--- src/rtl/ctsf_pkg.sv ---
// Operation
// (RULE1) Timeout code writes select 60 to 510 minutes in 30-minute steps; default 1011.
// (RULE2) Reading the timeout field returns remaining time in 2048-second units.
// (RULE3) Timeout field writes take effect only while the security key is unlocked.
// (RULE4) Timer loads at charge start, halts while paused, reloads on fast-select toggle.
// (RULE5) Timer expiry sets the timeout flag and terminates charging.
// (RULE6) State code at 13:12 reads 00 off, 01 trickle, 10 fast, never 11.
// (RULE7) Indicator pin, when assigned, is an open-drain LED sink.
// (RULE8) Indicator keeps the LED off whenever charger current is zero; code drops the sink one cycle after current stops.
// (RULE9) Indicator blinks at 0.5 Hz during trickle charging.
// (RULE10) Indicator blinks at 1 Hz during fast charging.
// (RULE11) Blink uses equal on and off time from a divided clock.
// (RULE12) Faults are handled autonomously and raise the matching flag.
// (RULE13) Thermistor below cold limit sets the battery-cold flag.
// (RULE14) Thermistor above hot limit sets the battery-hot flag.
// (RULE15) Charging is suspended while hot or cold condition is present.
// (RULE16) Suspended trickle charge restarts once temperature returns to normal.
// (RULE17) Thermistor-presence enable at bit 3, default 1; cleared ignores absence.
// (RULE18) Hot enable at bit 2, default 1; cleared ignores over-temperature entirely.
// (RULE19) Cold enable at bit 1, default 1; cleared ignores under-temperature entirely.
// (RULE20) Monitor enables writable only with user key unlocked; read-only in ROM configs.
// (RULE21) Host keeps temperature monitoring enabled unless battery lacks a thermistor.
// (RULE22) Hot, cold and timeout flags set on rising edge, clear when read.
package ctsf_pkg;
    localparam logic [7:0] CFG1_IDX = 8'ha8;
    localparam logic [7:0] CFG2_IDX = 8'ha9;
    localparam logic [7:0] CTRL_IDX = 8'hb0;
    localparam logic [7:0] FLAG_IDX = 8'hb1;
    localparam logic [7:0] KEY_IDX = 8'hb2;
    localparam logic [11:0] CFG1_ADDR = {2'h0, CFG1_IDX, 2'h0};
    localparam logic [11:0] CFG2_ADDR = {2'h0, CFG2_IDX, 2'h0};
    localparam logic [11:0] CTRL_ADDR = {2'h0, CTRL_IDX, 2'h0};
    localparam logic [11:0] FLAG_ADDR = {2'h0, FLAG_IDX, 2'h0};
    localparam logic [11:0] KEY_ADDR = {2'h0, KEY_IDX, 2'h0};
    // Key values are arbitrary
    localparam logic [15:0] SEC_KEY_VAL = 16'h00c3;
    localparam logic [15:0] USER_KEY_VAL = 16'h005a;
    localparam int MON_LSB = 1;
    localparam logic [2:0] MON_RST = 3'h7;
    localparam int TIME_LSB = 8;
    localparam logic [3:0] TIME_RST = 4'hb;
    localparam int STS_LSB = 12;
    localparam int REM_LSB = 11;
    localparam logic [14:0] BASE_S = 15'h0e10;
    localparam logic [14:0] STEP_S = 15'h0708;
    localparam int CTL_EN = 0;
    localparam int CTL_FAST = 1;
    localparam int CTL_HOLD = 2;
    localparam int CTL_IND = 3;
    localparam int FLG_TO = 0;
    localparam int FLG_COLD = 1;
    localparam int FLG_HOT = 2;
    localparam int CLK_PERIOD_NS = 40;
    localparam int SECOND_NS = 1000000000;
    localparam int QUARTER_NS = 250000000;
    localparam int SEC_CYCLES = SECOND_NS / CLK_PERIOD_NS;
    localparam int QTR_CYCLES = QUARTER_NS / CLK_PERIOD_NS;
    typedef enum logic [1:0] {ST_OFF, ST_TRICKLE, ST_FAST, ST_DONE} ctsf_chg_t;
    typedef struct packed {
        logic psel;
        logic penable;
        logic pwrite;
        logic [11:0] paddr;
        logic [31:0] pwdata;
    } ctsf_apb_req_t;
    typedef struct packed {
        logic pready;
        logic pslverr;
        logic [31:0] prdata;
    } ctsf_apb_rsp_t;
    typedef struct packed {
        logic pwr_ok;
        logic therm_hot;
        logic therm_cold;
        logic thermistor_absent;
        logic rom_config;
    } ctsf_sense_t;
    typedef struct packed {
        ctsf_chg_t st;
        logic [14:0] remain;
        logic [24:0] sec_cnt;
        logic [22:0] qtr_cnt;
        logic [2:0] phase;
        logic [3:0] limit;
        logic [2:0] mon_en;
        logic [3:0] ctrl;
        logic [2:0] flags;
        logic sec_key;
        logic user_key;
        logic hot_d;
        logic cold_d;
        logic fast_d;
        ctsf_apb_rsp_t rsp;
        logic oe;
        logic chg_on;
        logic fast_on;
    } ctsf_state_t;
    function automatic logic [14:0] lim_secs(input logic [3:0] code);
        lim_secs = BASE_S + 15'(code * STEP_S);
    endfunction : lim_secs
endpackage : ctsf_pkg

--- src/rtl/ctsf_top.sv ---
`timescale 1ns/1ps
module ctsf_top #(
    parameter int SEC_CYC = ctsf_pkg::SEC_CYCLES,
    parameter int QTR_CYC = ctsf_pkg::QTR_CYCLES
) (
    // Clock and reset
    input wire logic mclk,
    input wire logic rstn,
    // APB slave
    input wire ctsf_pkg::ctsf_apb_req_t apb_req,
    output ctsf_pkg::ctsf_apb_rsp_t apb_rsp,
    // Analogue sense levels
    input wire ctsf_pkg::ctsf_sense_t sense,
    // Charger drive
    output logic charge_current_en,
    output logic fast_mode,
    // Indicator pin, open drain
    input wire logic charge_indicator_out_i,
    output logic charge_indicator_out_o,
    output logic charge_indicator_out_oe
);
    ctsf_pkg::ctsf_state_t s;
    ctsf_pkg::ctsf_state_t n;
    logic hot_cond;
    logic cold_cond;
    logic absent_cond;
    logic suspend;
    logic hold;
    logic active;
    logic tick_s;
    logic tick_q;
    logic setup;
    logic acc;
    logic wr;
    logic rd;
    logic hit;
    logic [31:0] rdata;
    logic [2:0] clr;
    logic [2:0] set;

    assign hot_cond = sense.therm_hot & s.mon_en[ctsf_pkg::CTL_FAST]; // RULE18
    assign cold_cond = sense.therm_cold & s.mon_en[ctsf_pkg::CTL_EN]; // RULE19
    assign absent_cond = sense.thermistor_absent & s.mon_en[ctsf_pkg::CTL_HOLD]; // RULE17
    // Absence without a flag: the battery is simply not charged
    assign suspend = hot_cond | cold_cond | absent_cond; // RULE15 RULE12
    assign hold = s.ctrl[ctsf_pkg::CTL_HOLD];
    assign active = (s.st == ctsf_pkg::ST_TRICKLE) || (s.st == ctsf_pkg::ST_FAST);
    assign tick_s = s.sec_cnt == 25'(SEC_CYC - 1);
    assign tick_q = s.qtr_cnt == 23'(QTR_CYC - 1);
    assign setup = apb_req.psel & ~apb_req.penable;
    assign acc = apb_req.psel & apb_req.penable & s.rsp.pready;
    assign wr = acc & apb_req.pwrite;
    assign rd = acc & ~apb_req.pwrite;

    always_comb begin
        hit = 1'b1;
        rdata = 32'h0;
        unique case (apb_req.paddr)
            ctsf_pkg::CFG1_ADDR: begin
                rdata[ctsf_pkg::MON_LSB +: 3] = s.mon_en;
            end
            ctsf_pkg::CFG2_ADDR: begin
                rdata[ctsf_pkg::TIME_LSB +: 4] = s.remain[ctsf_pkg::REM_LSB +: 4]; // RULE2
                rdata[ctsf_pkg::STS_LSB +: 2] = !s.chg_on ? 2'h0 :
                    (s.fast_on ? 2'h2 : 2'h1); // RULE6
            end
            ctsf_pkg::CTRL_ADDR: begin
                rdata[3:0] = s.ctrl;
                rdata[8] = charge_indicator_out_i;
            end
            ctsf_pkg::FLAG_ADDR: begin
                rdata[2:0] = s.flags;
            end
            ctsf_pkg::KEY_ADDR: begin
                rdata[1:0] = {s.user_key, s.sec_key};
            end
            default: begin
                hit = 1'b0;
            end
        endcase
    end

    always_comb begin
        n = s;
        clr = 3'h0;
        set = 3'h0;
        // Bus answers in the cycle after setup; no wait states
        n.rsp.pready = setup;
        n.rsp.pslverr = setup & ~hit;
        n.rsp.prdata = (setup & ~apb_req.pwrite) ? rdata : 32'h0;
        if (wr) begin
            unique case (apb_req.paddr)
                ctsf_pkg::CFG1_ADDR: begin
                    if (s.user_key && !sense.rom_config) begin
                        n.mon_en = apb_req.pwdata[ctsf_pkg::MON_LSB +: 3]; // RULE20
                    end
                end
                ctsf_pkg::CFG2_ADDR: begin
                    if (s.sec_key) begin
                        n.limit = apb_req.pwdata[ctsf_pkg::TIME_LSB +: 4]; // RULE3 RULE1
                    end
                end
                ctsf_pkg::CTRL_ADDR: begin
                    n.ctrl = apb_req.pwdata[3:0];
                end
                ctsf_pkg::KEY_ADDR: begin
                    n.sec_key = apb_req.pwdata[15:0] == ctsf_pkg::SEC_KEY_VAL;
                    n.user_key = apb_req.pwdata[15:0] == ctsf_pkg::USER_KEY_VAL;
                end
                default: begin
                end
            endcase
        end
        // Only bits actually returned are cleared, so a late event survives
        if (rd && apb_req.paddr == ctsf_pkg::FLAG_ADDR) begin
            clr = s.rsp.prdata[2:0]; // RULE22
        end
        n.hot_d = hot_cond;
        n.cold_d = cold_cond;
        n.fast_d = s.ctrl[ctsf_pkg::CTL_FAST];
        set[ctsf_pkg::FLG_HOT] = hot_cond & ~s.hot_d; // RULE14 RULE22
        set[ctsf_pkg::FLG_COLD] = cold_cond & ~s.cold_d; // RULE13 RULE22
        n.sec_cnt = tick_s ? 25'h0 : s.sec_cnt + 25'h1;
        n.qtr_cnt = tick_q ? 23'h0 : s.qtr_cnt + 23'h1;
        n.phase = tick_q ? s.phase + 3'h1 : s.phase; // RULE11
        unique case (s.st)
            ctsf_pkg::ST_OFF: begin
                if (s.ctrl[ctsf_pkg::CTL_EN] && sense.pwr_ok) begin
                    n.st = ctsf_pkg::ST_TRICKLE;
                    n.remain = ctsf_pkg::lim_secs(s.limit); // RULE4
                end
            end
            ctsf_pkg::ST_TRICKLE, ctsf_pkg::ST_FAST: begin
                if (s.ctrl[ctsf_pkg::CTL_FAST] != s.fast_d) begin
                    n.remain = ctsf_pkg::lim_secs(s.limit); // RULE4
                end else if (tick_s && !suspend && !hold) begin // RULE4 RULE16
                    if (s.remain <= 15'h1) begin
                        n.remain = 15'h0;
                        n.st = ctsf_pkg::ST_DONE; // RULE5
                        set[ctsf_pkg::FLG_TO] = 1'b1; // RULE5
                    end else begin
                        n.remain = s.remain - 15'h1;
                    end
                end
                if (n.st != ctsf_pkg::ST_DONE) begin
                    n.st = s.ctrl[ctsf_pkg::CTL_FAST] ? ctsf_pkg::ST_FAST :
                        ctsf_pkg::ST_TRICKLE;
                end
            end
            ctsf_pkg::ST_DONE: begin
            end
        endcase
        if (!s.ctrl[ctsf_pkg::CTL_EN] || !sense.pwr_ok) begin
            n.st = ctsf_pkg::ST_OFF;
        end
        // Set wins over a same-cycle read clear
        n.flags = (s.flags & ~clr) | set;
        n.chg_on = active && (n.st != ctsf_pkg::ST_OFF) && (n.st != ctsf_pkg::ST_DONE)
            && !suspend && !hold; // RULE15 RULE16
        n.fast_on = n.st == ctsf_pkg::ST_FAST;
        n.oe = s.ctrl[ctsf_pkg::CTL_IND] & s.chg_on // RULE7 RULE8
            & (s.fast_on ? s.phase[1] : s.phase[2]); // RULE9 RULE10
    end

    always_ff @(posedge mclk or negedge rstn) begin
        if (!rstn) begin
            s <= '0;
            s.st <= ctsf_pkg::ST_OFF;
            s.limit <= ctsf_pkg::TIME_RST; // RULE1
            s.mon_en <= ctsf_pkg::MON_RST; // RULE17 RULE18 RULE19
        end else begin
            s <= n;
        end
    end

    assign apb_rsp = s.rsp;
    assign charge_current_en = s.chg_on;
    assign fast_mode = s.fast_on;
    // Pin is only ever pulled low; the LED is lit while enabled
    assign charge_indicator_out_o = 1'b0; // RULE7
    assign charge_indicator_out_oe = s.oe;

    property p_sts_code;
        @(posedge mclk) disable iff (!rstn)
        s.rsp.pready && s.rsp.prdata[ctsf_pkg::STS_LSB +: 2] == 2'h3 |-> 1'b0;
    endproperty
    a_sts_code: assert property (p_sts_code) else $error("state code 11 read"); // RULE6

    property p_hot_flag;
        @(posedge mclk) disable iff (!rstn)
        $rose(hot_cond) |=> s.flags[ctsf_pkg::FLG_HOT];
    endproperty
    a_hot_flag: assert property (p_hot_flag) else $error("hot flag missed"); // RULE14

    property p_cold_flag;
        @(posedge mclk) disable iff (!rstn)
        $rose(cold_cond) |=> s.flags[ctsf_pkg::FLG_COLD];
    endproperty
    a_cold_flag: assert property (p_cold_flag) else $error("cold flag missed"); // RULE13

    property p_led_off;
        @(posedge mclk) disable iff (!rstn)
        !s.chg_on |=> !charge_indicator_out_oe;
    endproperty
    a_led_off: assert property (p_led_off) else $error("led lit with no current"); // RULE8

    property p_timeout;
        @(posedge mclk) disable iff (!rstn)
        active && tick_s && !suspend && !hold && s.remain == 15'h1
            && s.ctrl[ctsf_pkg::CTL_FAST] == s.fast_d && s.ctrl[ctsf_pkg::CTL_EN]
            && sense.pwr_ok |=> s.flags[ctsf_pkg::FLG_TO] && s.st == ctsf_pkg::ST_DONE;
    endproperty
    a_timeout: assert property (p_timeout) else $error("timeout not taken"); // RULE5

    property p_locked;
        @(posedge mclk) disable iff (!rstn)
        !s.sec_key |=> $stable(s.limit);
    endproperty
    a_locked: assert property (p_locked) else $error("locked limit changed"); // RULE3

    property p_hot_off;
        @(posedge mclk) disable iff (!rstn)
        !s.mon_en[ctsf_pkg::CTL_FAST] && !s.flags[ctsf_pkg::FLG_HOT] |=>
            !s.flags[ctsf_pkg::FLG_HOT];
    endproperty
    a_hot_off: assert property (p_hot_off) else $error("hot flag while disabled"); // RULE18

    property p_suspend;
        @(posedge mclk) disable iff (!rstn)
        suspend |=> !charge_current_en;
    endproperty
    a_suspend: assert property (p_suspend) else $error("charging during fault"); // RULE15

    property p_hold_timer;
        @(posedge mclk) disable iff (!rstn)
        hold && active && s.ctrl[ctsf_pkg::CTL_FAST] == s.fast_d |=> $stable(s.remain);
    endproperty
    a_hold_timer: assert property (p_hold_timer) else $error("timer ran in pause"); // RULE4

    property p_rom_lock;
        @(posedge mclk) disable iff (!rstn)
        sense.rom_config || !s.user_key |=> $stable(s.mon_en);
    endproperty
    a_rom_lock: assert property (p_rom_lock) else $error("monitor enables changed"); // RULE20
endmodule : ctsf_top

--- config.mk ---
export PLATFORM = sky130hd
export DESIGN_NAME = ctsf_top
export DESIGN_NICKNAME = d
export VERILOG_FILES = /design/src/rtl/ctsf_pkg.sv /design/src/rtl/ctsf_top.sv
export SDC_FILE = /design/constraint.sdc
export NUM_CORES = 1
export LEC_CHECK = 0
export ABC_AREA = 1
export ABC_CLOCK_PERIOD_IN_PS = 5180
export BUFFER_PORTS_ARGS = -buffer_cell sky130_fd_sc_hd__buf_2
export CAP_MARGIN = 40
export CORE_MARGIN = 3
export CORE_UTILIZATION = 58
export DETAILED_ROUTE_END_ITERATION = 16
export GPL_TIMING_DRIVEN = 0
export PLACE_DENSITY = 0.81
export SYNTH_ARGS = -nofsm -noshare
export SYNTH_HDL_FRONTEND = slang
export SYNTH_SLANG_ARGS = --single-unit
export TNS_END_PERCENT = 1
--- constraint.sdc ---
create_clock -name mclk -period 5.18 [get_ports mclk]
set_clock_uncertainty 0.1 [all_clocks]
set_input_delay 0.259 -clock mclk [delete_from_list [all_inputs] [get_ports mclk]]
set_output_delay 0.259 -clock mclk [all_outputs]
set_load 0.005 [all_outputs]
* Word level (Yosys, flattened, before mapping)
Cells that the tools add are included.
** Word-level totals
- Flip-flop bits (word level) :: 106
- Input port bits :: 55
- Output and inout bits :: 38
** Cells by class
- Multipliers :: 1
- Bitwise operators :: 24
- Magnitude comparators :: 1
- Equality and inequality tests :: 17
- Muxes and demuxes :: 29
- Reductions and logical operators :: 26
- $add $sub $neg :: 5
** Operator list (number)
- 12-bit by 10-bit == test with 1-bit output, second input constant :: 5
- 17-bit two-way mux :: 2
- 17-bit case mux with 2 select lines :: 1
- 15-bit two-way mux :: 2
- 25-bit by 1-bit adder with 25-bit output, second input constant :: 1
- 25-bit == test, second input constant :: 1
- 25-bit two-way mux :: 1
- 23-bit by 1-bit adder with 23-bit output, second input constant :: 1
- 23-bit == test, second input constant :: 1
- 23-bit two-way mux :: 1
- 16-bit by 7-bit == test with 1-bit output, second input constant :: 1
- 16-bit by 8-bit == test with 1-bit output, second input constant :: 1
- 2-bit two-way mux :: 8
- 12-bit by 15-bit adder with 15-bit output, first input constant :: 1
- 15-bit by 1-bit less-or-equal comparator with 1-bit output, second input constant :: 1
- 15-bit by 1-bit subtractor with 15-bit output, second input constant :: 1
- 1-bit AND :: 14
- 14-bit two-way mux :: 1
- 4-bit by 8-bit multiplier with 12-bit output, second input constant :: 1
- 1-bit logical AND :: 9
- 3-bit AND reduction :: 3
- 1-bit two-way mux :: 6
- 2-bit inequality test, second input constant :: 3
- 1-bit case mux with 3 select lines :: 2
- 21 further kinds :: 35

* Longest topological paths before layout
Gate-level depths: netlist of run 1.
- Word-level depth :: 18
- Gate-level depth with buffers :: 14

* Worst setup path after synthesis of run 1
Ideal clock, no wire load.
- Kind :: register to register
- Start point :: register s[53] in the netlist's numbering
- End point :: register s[121] in the netlist's numbering
- Buffers on the path :: 0
- Setup slack :: 2438 ps
- Library setup time :: 117 ps
- Period minus slack after synthesis :: 2742 ps
- Data required time :: 4963 ps
- Arrival time :: 2525 ps
- Stages on the path, launching flop included :: 14
- Path through :: dfstp_2 > fa_1 > ha_1 > inv_1 > fa_1 > nand2_1 > nor2_1 > nor2_1 > nand2_1 > xnor2_1 > o21ai_0 > nand3_1 > o21ai_1 > inv_1
** On the way
- Word-level cells in the longest chain between the ends :: 4
- Elaborated cells between the ends (all ways) :: 5
** Ends and longest elaborated chain
- from (decl) :: line ctsf_top.sv:22 : ctsf_pkg::ctsf_state_t s;
- from (signal assigned) :: line ctsf_top.sv:172 : s <= n;
- 4-bit by 8-bit multiplier with 12-bit output (*) :: line ctsf_pkg.sv:99 : lim_secs = BASE_S + 15'(code * STEP_S);
- 12-bit by 15-bit adder with 15-bit output (*) :: line ctsf_pkg.sv:99
- 15-bit two-way mux or 17-bit two-way mux (tied branches) :: line ctsf_top.sv:134, ctsf_top.sv:128
- 17-bit case mux with 2 select lines (*) :: line ctsf_top.sv:126 : unique case (s.st)
Mark *: on every way between the ends. The rest lies on a longest branch, timed or not. The select of a mux whose other input is x is not followed.
A chain may end at the register's enable or synchronous reset.

* Worst setup path after layout of run 1
Ends and elaborated chain as after synthesis.

==> summary.md, run 1 <==
| Metric | Value |
|---|---|
| # H-tree levels | `3` |
| Vias in the first global route | `about 5100` |
| Status | `completed` |
| Ys async rst share | `between 90% and 100%` |
| Peak supply drop | `197.4 µV` |
| Area after DPL | `~6600 µm²` |
| Antenna viol nets, final | `0` |
| Worst Setup End Kind | `flip-flop` |
| DRC Markers | `0` |
| Vias per inst | `around 5.2` |
| Period utilization | `58.35%` |
| First-pass iteration count of the detailed router | `5` |
| CTS tree | `yes` |
| Critical Path Start Type | `flip-flop` |
| Worst path slowest cell | `dfstp_2` |
| Crit path kind | `reg -> reg` |
| Die height | `108.3 µm` |
| Final hold violation count | `0` |
| Total CTS buffers | `9` |
| DPL Wire Length | `between 9 and 10 mm` |
| Post-CTS Resized | `0` |
| Fillers | `a little under 800` |
| Slew HR | `a little under 60%` |
| Worst path arrival time | `3.25 ns` |
| Synthesis-to-layout area growth | `13.32%` |
| Starting density of the core | `60.96%` |
| Worst path required time | `roughly 5.4 ns` |
| Drt first-iter violations | `approximately 290` |
| Setup TNS | `0 ns` |
| Final setup fails | `0` |
| Layout cell share with drive strength beyond 1 | `~16%` |
| RSZ-0062 raised after global routing | `no` |
| Final Worst Setup Slack | `approximately 2.2 ns` |
| Die footprint | `between 10000 and 15000 µm²` |
| Power density over the cells | `between 200 and 250 nW/µm²` |
| Pwr Total | `roughly 1.4 mW` |
| CTS clk-pin slew, worst paths | `roughly 0.1 ns` |
| Worst Tran Pin Value | `around 0.61 ns` |
| IO Port Bufs | `53` |
| Synth Warn # | `0` |
| Largest net degree at the start of global routing | `58` |
| Fin nets | `about 940` |
| Cells after Synth | `767` |
| Syn Area/Cell | `roughly 8 µm²` |
| Core footprint | `9955 µm²` |
| Cell area after synthesis | `about 6100 µm²` |
| FMAX | `about 330 MHz` |
| Seq/Total Area, Yosys | `between 40% and 50%` |
| Initial antenna violation count | `0` |
| All-Layer GR Usage | `roughly a quarter` |
| Worst hold slack | `0.02858 ns` |
| Io pins | `93` |
| Sink Count | `102` |
| Chip width | `between 100 and 150 µm` |
| Critical path cell sequence | `fa_1, ha_1, inv_1, fa_1, o21ai_0, xor2_1, xnor2_1, o21ai_0, nand3_1, o21ai_1, inv_1` |
| Maximum clock insertion buffer count | `2` |
| Min Tclk post-route | `approximately 3 ns` |
| Crit Path Max Fanout | `7` |
| Clk_lat worst skew | `~0.37 ns` |
| Max-slew violation total from the final report | `0` |
| Pleak | `approximately 3.5 nW` |
| Routed len/inst | `between 10 and 15 µm` |
| Antenna Cells | `0` |
| Total Wirelength | `~13 mm` |
| Post-synth top flop | `dfrtp_1` |
| GRT overflow | `0` |
| Distinct cells, synth | `46` |
| Setup WS pre-CTS | `around 2.1 ns` |
| Clk root buf | `clkbuf_8` |
| Worst hold path class | `in -> reg` |
| Gp weighted congestion | `just under 0.9` |
| Max_cap viols | `0` |
| Cell Rows | `36` |
| Final non-filler cell area | `between 6000 and 7000 µm²` |
| DR vias | `5177` |
| CP max stage delay | `approximately 0.64 ns` |
| Post-synthesis register bit count | `between 100 and 150` |
| Post-synth EDFFs | `0` |
| Global-route wire length before repair | `~22 mm` |
[synth_stat cells (2+ instances only)]
cell	n	area share, %
inv_1	121	7.5
a22oi_1	3	0.37
buf_4	35	4.3
nor2_4	3	0.56
o311ai_1	2	0.29
dfstp_2	6	2.6
nor3b_1	4	0.49
a21oi_2	2	0.29
buf_2	2	0.16
dfrtp_1	96	40
a21oi_1	31	2.6
o21ai_0	24	2.0
nand3b_1	3	0.37
o41ai_1	2	0.29
nand2_1	146	9.0
o221ai_2	2	0.49
xor2_1	24	3.5
nand2_4	2	0.37
ha_1	19	3.9
a211oi_1	2	0.25
nand3_1	43	3.5
nand4_1	14	1.4
buf_6	2	0.37
xnor2_1	6	0.87
fa_1	3	0.99
nor4_1	10	1.0
nor3_1	28	2.3
a31oi_1	6	0.62
o21ai_1	5	0.41
nand3_2	3	0.49
nor2_2	4	0.41
inv_4	2	0.21
mux2_2	4	0.74
nor2_1	96	5.9
[cell type report]
cell class              instances  area (µm²)  share of cell area [%]
plain buffers                  39       295.3                   4.294
clock buffers                  11       141.4                   2.056
clock inverters                 5       82.58                   1.201
inverters                     123       466.7                   6.787
multi-input cells             525        2829                   41.14
flip-flops and latches        102        2560                   37.23
well taps                     133       166.4                   2.420
repair buffers                 58       335.3                   4.876
[registers in the layout, indices dropped and copies added (netlist names)]
signal,cells
s,85
apb_rsp,12
charge_current_en,1
charge_indicator_out_oe,1
fast_mode,1
hold,1
n,1
[stage by stage]
| stage | instances | utilization [%] |
|---|---|---|
| floorplan | 789 | - |
| global placement | 975 | 66.13 |
| detailed placement | 976 | 66.43 |
| CTS | 996 | 69.08 |
| global route | 996 | 69.08 |
| finish | 996 | 69.08 |
[report_power, final]
part           switching [mW]  internal [mW]  leakage, nW
Sequential           0.000733          0.797         1.35
Combinational          0.0367         0.0300         2.03
Clock                   0.275          0.287        0.113
[cells by family after synthesis]
group	Yosys count	synth area share (%)
DFF	102	42.19
other	1	0.06180
and+or+nand+nor	360	26.66
muxes	4	0.7422
adders and majority gates	22	4.907
buffers and inverters	162	12.56
AOI/OAI and AO/OA	86	8.557
xor gates and xnor gates	30	4.330
[metal layers]
metal  vias up  GRT usage (%)  wire length, µm
li1       2596              -                -
met1      2394          30.57             5503
met2       158          40.28             6390
met3        29          5.015              720
met4         0          8.025              288
met5         -              0                0
[cell usage in the layout, fill, tap and decap left out, drive strengths merged, types with 2 or more instances in the layout]
master	n
dlygate4sd3	4
a31oi	6
a22oi	3
xor2	24
nor4	10
clkbuf	11
o221ai	2
nand3b	3
inv	123
nand2	149
mux2	4
dfrtp	96
conb	23
ha	19
o41ai	2
bufinv	2
a211oi	2
nor3b	4
dfstp	6
buf	93
nand4	14
nor2	104
o21ai	30
o211ai	2
nand3	46
o311ai	2
clkinv	3
xnor2	6
a21oi	33
fa	3
nor3	28
[worst paths after layout]
path                          start     end  slack (ns)  cells past startpoint
setup / recovery              s[53]  s[121]        2.16                     11
hold / removal             sense[2]   s[38]        0.03                      3
setup reg to reg              s[53]  s[121]        2.16                     11
hold reg to reg               s[39]   s[44]        0.33                      1
max in group asynchronous      rstn  s[102]        3.97                      3
min in group asynchronous      rstn   s[69]        0.33                      2
[worst max-delay path, delay by kind of cell, from the launching register on]
kind	cells	cell delay [ns]
xor gates and xnor gates	2	0.35
adders and majority gates	3	1.21
AOI/OAI and AO/OA	3	0.47
and+or+nand+nor	1	0.08
DFF	1	0.64
buffers and inverters	2	0.12
[repair_timing]
item | 4_1_cts | 5_1_grt
hold endpoints to repair | 41 | 0
endpoints found under the setup margin | 0 | 0
hold buffers | 4 | 0
setup buffers | 0 | 0
Note: power is estimated with default switching activity, not from simulation.
==> run 2: changes to the inputs <==
Settings changed: ABC_AREA 1 to 0, ABC_CLOCK_PERIOD_IN_PS 5180 to 2600, CORE_UTILIZATION 58 to 52, PLACE_DENSITY 0.81 to 0.77.
Clock period 5.18 ns to 2.6 ns, I/O delays scaled along.
==> run 2 against run 1 <==
Against the previous run: the run now ends with negative setup slack left; register-to-register slack lost 2.8 ns; largest power group unchanged; sequential power increased by 99%; core utilization decreased by 5.1 points; critical path type unchanged; total power increased by 91%; critical endpoint unchanged; wire length shrank 3.4%.
==> summary.md, run 2 <==
| Metric | Value |
|---|---|
| Fillers | `862` |
| Distinct cells, synth | `63` |
| Seq/Total Area, Yosys | `between 40 and 50%` |
| Slew HR | `between 50% and 60%` |
| Status | `finished, violations left` |
| Drt first-iter violations | `approximately 320` |
| Antenna viol nets, final | `0` |
| Gp weighted congestion | `about 0.9` |
| Worst path required time | `~2.8 ns` |
| Setup TNS | `-2.576 ns` |
| Synth Warn # | `0` |
| Final setup fails | `16` |
| All-Layer GR Usage | `roughly a fifth` |
| Combinational family with the most area after synthesis | `simple AND/OR/NAND/NOR gates` |
| Synth Area in XOR/XNOR | `between 7 and 8%` |
| FMAX | `a little over 300 MHz` |
| Initial antenna violation count | `0` |
| Area after DPL | `between 6000 and 7000 µm²` |
| Commonest cells post-synth | `96 x dfrtp_1, 61 x nor2_1, 52 x nand2_1` |
| Global-route wire length before repair | `21.16 mm` |
| Post-synthesis register bit count | `~100` |
| RR Endpoint | `s[121]` |
| CTS tree | `yes` |
| # H-tree levels | `3` |
| Largest net degree at the start of global routing | `70` |
| Final Worst Setup Slack | `-0.6155 ns` |
| Met3 WL | `571 µm` |
| CTS clk-pin slew, worst paths | `roughly 0.1 ns` |
| DPL Wire Length | `9.050 mm` |
| Cell area after synthesis | `5713 µm²` |
| Flip-flop count of the largest register after layout | `85` |
| Commonest cells after routing, fill and taps aside | `95 x dfrtp_1, 60 x nor2_1, 52 x nand2_1, 52 x buf_2, 40 x buf_4` |
| Worst hold path class | `in -> reg` |
| Fin nets | `763` |
| Dominant cells by area after synthesis | `dfrtp_1 42%, buf_4 4.6%, ha_1 4.2%` |
| Endpoint, Worst Hold | `s[43]` |
| Min Tclk post-route | `3.215 ns` |
| Reg2Reg Setup Slack | `-0.62 ns` |
| Worst Setup End Kind | `flip-flop` |
| Starting density of the core | `a little over half` |
| Clk root buf | `clkbuf_8` |
| Sink Count | `102` |
| Max-slew violation total from the final report | `0` |
| Synth Area in Compound Gates | `about a tenth` |
| Maximum clock insertion buffer count | `2` |
| Post-synth EDFFs | `0` |
| Chip width | `between 100 and 150 µm` |
| Most frequent cell after synthesis | `dfrtp_1` |
| Power density over the cells | `around 400 nW/µm²` |
| Vias per inst | `approximately 5.5` |
| RSZ-0062 raised after global routing | `yes` |
| Top sig layer | `met4` |
| First-pass iteration count of the detailed router | `5` |
| DRC Markers | `0` |
| Ys async rst share | `100.0%` |
| Hold path startpoint | `apb_req[44]` |
| WL met2 | `around 6.3 mm` |
| Total CTS buffers | `9` |
| Synthesis-to-layout area growth | `17.63%` |
| Multiplexer share of the synthesized area | `under 10%` |
| Simple-Gate Fraction of Synth Area | `between 20 and 25%` |
| Failing checks | `negative setup slack` |
| Worst Tran Pin Value | `0.7073 ns` |
| Pleak | `3.307 nW` |
| Most area-hungry cell type in the Yosys netlist | `dfrtp_1` |
| Clk_lat worst skew | `between 0.3 and 0.4 ns` |
| IO Port Bufs | `52` |
| GRT overflow | `0` |
| Core footprint | `10510 µm²` |
| DR vias | `~4500` |
| Final hold violation count | `0` |
| Vias in the first global route | `between 4000 and 5000` |
| Antenna Cells | `0` |
| Final Util | `63.95%` |
| Cells after Synth | `~580` |
| Synth top area share | `between 40% and 50%` |
| Die height | `around 110 µm` |
| Most common cell after layout, fill and taps aside | `dfrtp_1` |
| Syn Area/Cell | `around 9.8 µm²` |
| Worst path arrival time | `between 3 and 4 ns` |
| Io pins | `93` |
| Peak supply drop | `271.3 µV` |
| Final non-filler cell area | `just under 7000 µm²` |
| Largest register by flop count | `s` |
| Worst reg2reg path depth | `10` |
| Die footprint | `approximately 12000 µm²` |
| Cell Rows | `37` |
| Area share of fa/ha/maj cells after synthesis | `approximately 5.2%` |
| Setup WS pre-CTS | `-0.7934 ns` |
| Max_cap viols | `0` |
| Hold path cells | `4` |
| FF-to-FF Start | `s[53]` |
| Post-synth top flop | `dfrtp_1` |
| Met1 WL | `around 5.4 mm` |
| Routed len/inst | `between 15 and 20 µm` |
| Period utilization | `123.7%` |
| Layout cell share with drive strength beyond 1 | `23.73%` |
| Crit path kind | `reg -> reg` |
| Critical Path Start Type | `flip-flop` |
| Total Wirelength | `12.46 mm` |
| Crit Path Max Fanout | `3` |
run 2: cell count changes in the layout (fill, tap and decap cells not counted), sizes merged, moves of 8 or more:
cell         before  now
nand2           149   53
inv             123   25
and3              1   12
xnor2             6   23
mux2              4   17
dlygate4sd3       4   14
nor2b             0    8
a21oi            33    9
and2              0    8
nand3            46   23
a22o              0   11
nor3             28   17
nor2            104   61
run 2: power by group:
part / switching (mW) / internal [mW] / total [mW]
clock network: 0.544 / 0.448 / 0.992
registers: 0.000633 / 1.59 / 1.59
logic: 0.0678 / 0.0692 / 0.137
total: 0.613 / 2.10 / 2.72
run 2: worst max-delay path, stage by stage, from the launching register on:
cell	delay, ns
dfstp_2	0.60
fa_1	0.44
ha_4	0.30
inv_2	0.03
fa_1	0.50
or3b_4	0.42
nand2b_4	0.10
nor2_2	0.03
a211o_1	0.27
xnor2_1	0.14
o31ai_1	0.19
run 2: logic make-up after synthesis:
kind of cell / count (synthesis)
muxes: 19
and+or+nand+nor: 235
DFF: 102
AOI/OAI and AO/OA: 87
other: 1
adders and majority gates: 22
buffers and inverters: 69
xor gates and xnor gates: 46
run 2: what timing repair did:
item | 4_1_cts | 5_1_grt
resized for setup | 15 | 10
endpoints found under the hold margin | 51 | 0
buffers inserted | 3 | 1
setup endpoints to repair | 27 | 27
pin swaps | 8 | 0
gates cloned | 0 | 0
hold buffers | 14 | 0
run 2: routing by layer:
metal / GRT usage, % / vias up
li1: - / 2184
met1: 25.82 / 2193
met2: 34.99 / 116
met3: 4.476 / 16
met4: 8.210 / 0
met5: 0 / -
run 2: through the flow:
step | hold slack [ns] | cells | power [mW]
6_report | 0.03806 | 827 | 2.717
5_1_grt | 0.04957 | 827 | 2.818
4_1_cts | 0.01382 | 826 | 2.753
3_5_place_dp | 0.007367 | 793 | 1.740
3_3_place_gp | 0.2214 | 791 | 1.732
2_1_floorplan | -0.2656 | 603 | 1.666
run 2: worst max-delay path by stage:
| stage | from | end | slack [ns] | cells after the start |
|---|---|---|---|---|
| after detailed placement | s[53] | s[121] | -0.79 | 10 |
| after global placement | s[53] | s[121] | -0.72 | 10 |
| after CTS | s[53] | s[121] | -0.65 | 10 |
| final | s[53] | s[121] | -0.62 | 10 |
| after floorplan | s[53] | s[121] | -0.55 | 10 |
| after global routing | s[53] | s[121] | -0.77 | 10 |
run 2: area by class of cell:
| cell class | instances | area [µm²] | share of cell area [%] |
|---|---|---|---|
| Multi-Input combinational cell | 432 | 2904 | 43.21 |
| Tap cell | 136 | 170.2 | 2.532 |
| Inverter | 24 | 90.09 | 1.341 |
| Buffer | 45 | 339.1 | 5.046 |
| Clock inverter | 5 | 58.81 | 0.8751 |
| Sequential cell | 102 | 2561 | 38.11 |
| Clock buffer | 11 | 131.4 | 1.955 |
| Timing Repair Buffer | 72 | 465.4 | 6.926 |
==> run 3: changes to the inputs <==
Settings changed: CORE_ASPECT_RATIO set to 0.7, CTS_CLUSTER_SIZE set to 10.
==> run 3 against run 2 <==
Against the previous run: the flow still finishes with violations (negative setup slack); first-iteration DRC count rose by 36%; worst hold slack improved by 0.012 ns; highest routed layer unchanged; core utilization rose by 1.3 points; largest power group unchanged; final cell count rose by 1.5%; non-clock buffer count did not move.
==> summary.md, run 3 (synthesized netlist as in run 2, its figures left out) <==
| Metric | Value |
|---|---|
| Routed len/inst | `approximately 15 µm` |
| Most common cell after layout, fill and taps aside | `dfrtp_1` |
| DRC Markers | `0` |
| Critical Path Start Type | `flip-flop` |
| Core footprint | `10510 µm²` |
| Reg2Reg Setup Slack | `-0.64 ns` |
| Vias per inst | `between 5 and 6` |
| Worst Tran Pin Value | `approximately 0.75 ns` |
| Fin cells | `approximately 840` |
| Antenna viol nets, final | `0` |
| Max_cap viols | `0` |
| Initial antenna violation count | `0` |
| Maximum clock insertion buffer count | `2` |
| FMAX | `308.3 MHz` |
| RR Endpoint | `s[121]` |
| Die height | `around 94 µm` |
| RSZ-0062 raised after global routing | `yes` |
| Total CTS buffers | `9` |
| Final hold violation count | `0` |
| First-pass iteration count of the detailed router | `5` |
| IO Port Bufs | `52` |
| Starting density of the core | `between 50% and 60%` |
| Power density over the cells | `between 400 and 500 nW/µm²` |
| Chip width | `~130 µm` |
| All-Layer GR Usage | `between 20 and 25%` |
| CTS tree | `yes` |
| Worst path arrival time | `roughly 3.4 ns` |
| Worst path required time | `approximately 2.8 ns` |
| Worst Setup End Kind | `flip-flop` |
| Worst hold path class | `in -> reg` |
| Pleak | `3.359 nW` |
| DPL Wire Length | `about 9.2 mm` |
| Pwr Total | `between 3 and 4 mW` |
| Peak supply drop | `around 320 µV` |
| Largest register by flop count | `s` |
| Hold path startpoint | `apb_req[44]` |
| Total Wirelength | `between 10 and 15 mm` |
| Cell Rows | `31` |
| Sink Count | `between 100 and 150` |
| FF-to-FF Start | `s[53]` |
| Multi-input gate area | `approximately 2900 µm²` |
| Failing checks | `negative setup slack` |
| Clk root buf | `clkbuf_16` |
| Status | `finished, violations left` |
| Hold path cells | `4` |
| Die footprint | `12300 µm²` |
| Min Tclk post-route | `between 3 and 4 ns` |
| Drt first-iter violations | `437` |
| Fillers | `between 800 and 900` |
| Crit path kind | `reg -> reg` |
| Gp weighted congestion | `0.8809` |
| Crit Path Max Fanout | `4` |
| Endpoint, Worst Hold | `s[43]` |
| Post-Place Cells | `~800` |
| Flip-flop count of the largest register after layout | `85` |
| # H-tree levels | `3` |
| Vias in the first global route | `4447` |
| GRT overflow | `0` |
| Largest net degree at the start of global routing | `between 50 and 60` |
| Worst hold slack | `slightly above 0.05 ns` |
| Worst reg2reg path depth | `10` |
| Synthesis-to-layout area growth | `20.08%` |
| Commonest cells after routing, fill and taps aside | `94 x dfrtp_1, 61 x nor2_1, 52 x nand2_1, 52 x buf_2, 40 x buf_4` |
| Register area | `between 2000 and 3000 µm²` |
| Layout cell share with drive strength beyond 1 | `between 20% and 30%` |
| Fin nets | `between 700 and 800` |
| CTS clk-pin slew, worst paths | `about 0.07 ns` |
| DR vias | `~4600` |
| Period utilization | `124.8%` |
| Global-route wire length before repair | `about 22 mm` |
| Antenna Cells | `0` |
| Final Worst Setup Slack | `-0.6438 ns` |
| Clk_lat worst skew | `~0.34 ns` |
| Slew HR | `49.76%` |
| Final setup fails | `16` |
| Setup TNS | `-2.696 ns` |
| Io pins | `between 90 and 100` |
| Max-slew violation total from the final report | `0` |
==> run 3: cell types whose count changed in the layout (fill, tap and decap cells not counted), sizes merged <==
cell	change
bufinv	+1
clkbuf	+1
clkinv	-1
clkinvlp	-2
inv	+1
==> run 3: what timing repair did <==
action | in CTS | in global routing
endpoints found under the setup margin | 27 | 27
gates resized for setup | 14 | 9
hold buffers | 14 | 0
pin swaps | 11 | 0
setup buffers | 4 | 0
endpoints found under the hold margin | 69 | 0
==> run 3: routing by layer <==
metal | global-route usage (%) | part of all wire, % | up-vias
li1 | - | - | 2181
met1 | 30.51 | 47 | 2206
met2 | 34.40 | 45 | 177
met3 | 4.872 | 6.7 | 15
met4 | 5.507 | 1.2 | 0
met5 | 0 | 0 | -
==> run 3: stage by stage <==
| step | util, % | setup WS, ns | area (µm²) |
|---|---|---|---|
| 6_report | 65.27 | -0.6438 | 6860 |
| 3_5_place_dp | 59.89 | -0.7927 | 6295 |
| 3_3_place_gp | 59.62 | -0.7421 | 6267 |
| 5_1_grt | 65.27 | -0.7879 | 6860 |
| 2_1_floorplan | - | -0.5498 | 5822 |
| 4_1_cts | 64.91 | -0.6261 | 6823 |
==> run 3: worst max-delay path by stage <==
| stage | startpoint | end | cells after the start |
|---|---|---|---|
| 2_1_floorplan | s[53] | s[121] | 10 |
| 3_3_place_gp | s[53] | s[121] | 10 |
| 3_5_place_dp | s[53] | s[121] | 9 |
| 4_1_cts | s[53] | s[121] | 11 |
| 5_1_grt | s[53] | s[121] | 10 |
| 6_report | s[53] | s[121] | 10 |
==> run 3: power breakdown <==
part / switching [mW] / total, mW / internal, mW
Combinational: 0.0696 / 0.138 / 0.0680
Sequential: 0.000822 / 1.59 / 1.59
Clock: 0.587 / 1.44 / 0.852
Total: 0.658 / 3.17 / 2.51
==> run 3: area by class of cell <==
class / count / area share, %
plain buffers: 45 / 4.924
well taps: 148 / 2.699
repair buffers: 72 / 6.675
clock buffers: 12 / 3.447
multi-input cells: 432 / 42.46
flip-flops and latches: 102 / 37.35
inverters: 24 / 1.313
clock inverters: 4 / 1.131
==> run 3: critical path: stages, from the launching register on <==
cell      delay (ns)
dfstp_2         0.61
fa_1            0.45
ha_4            0.30
inv_1           0.05
fa_1            0.51
or3b_4          0.40
nand2b_4        0.09
nor2_1          0.05
a211o_1         0.27
xnor2_1         0.13
o31ai_1         0.19
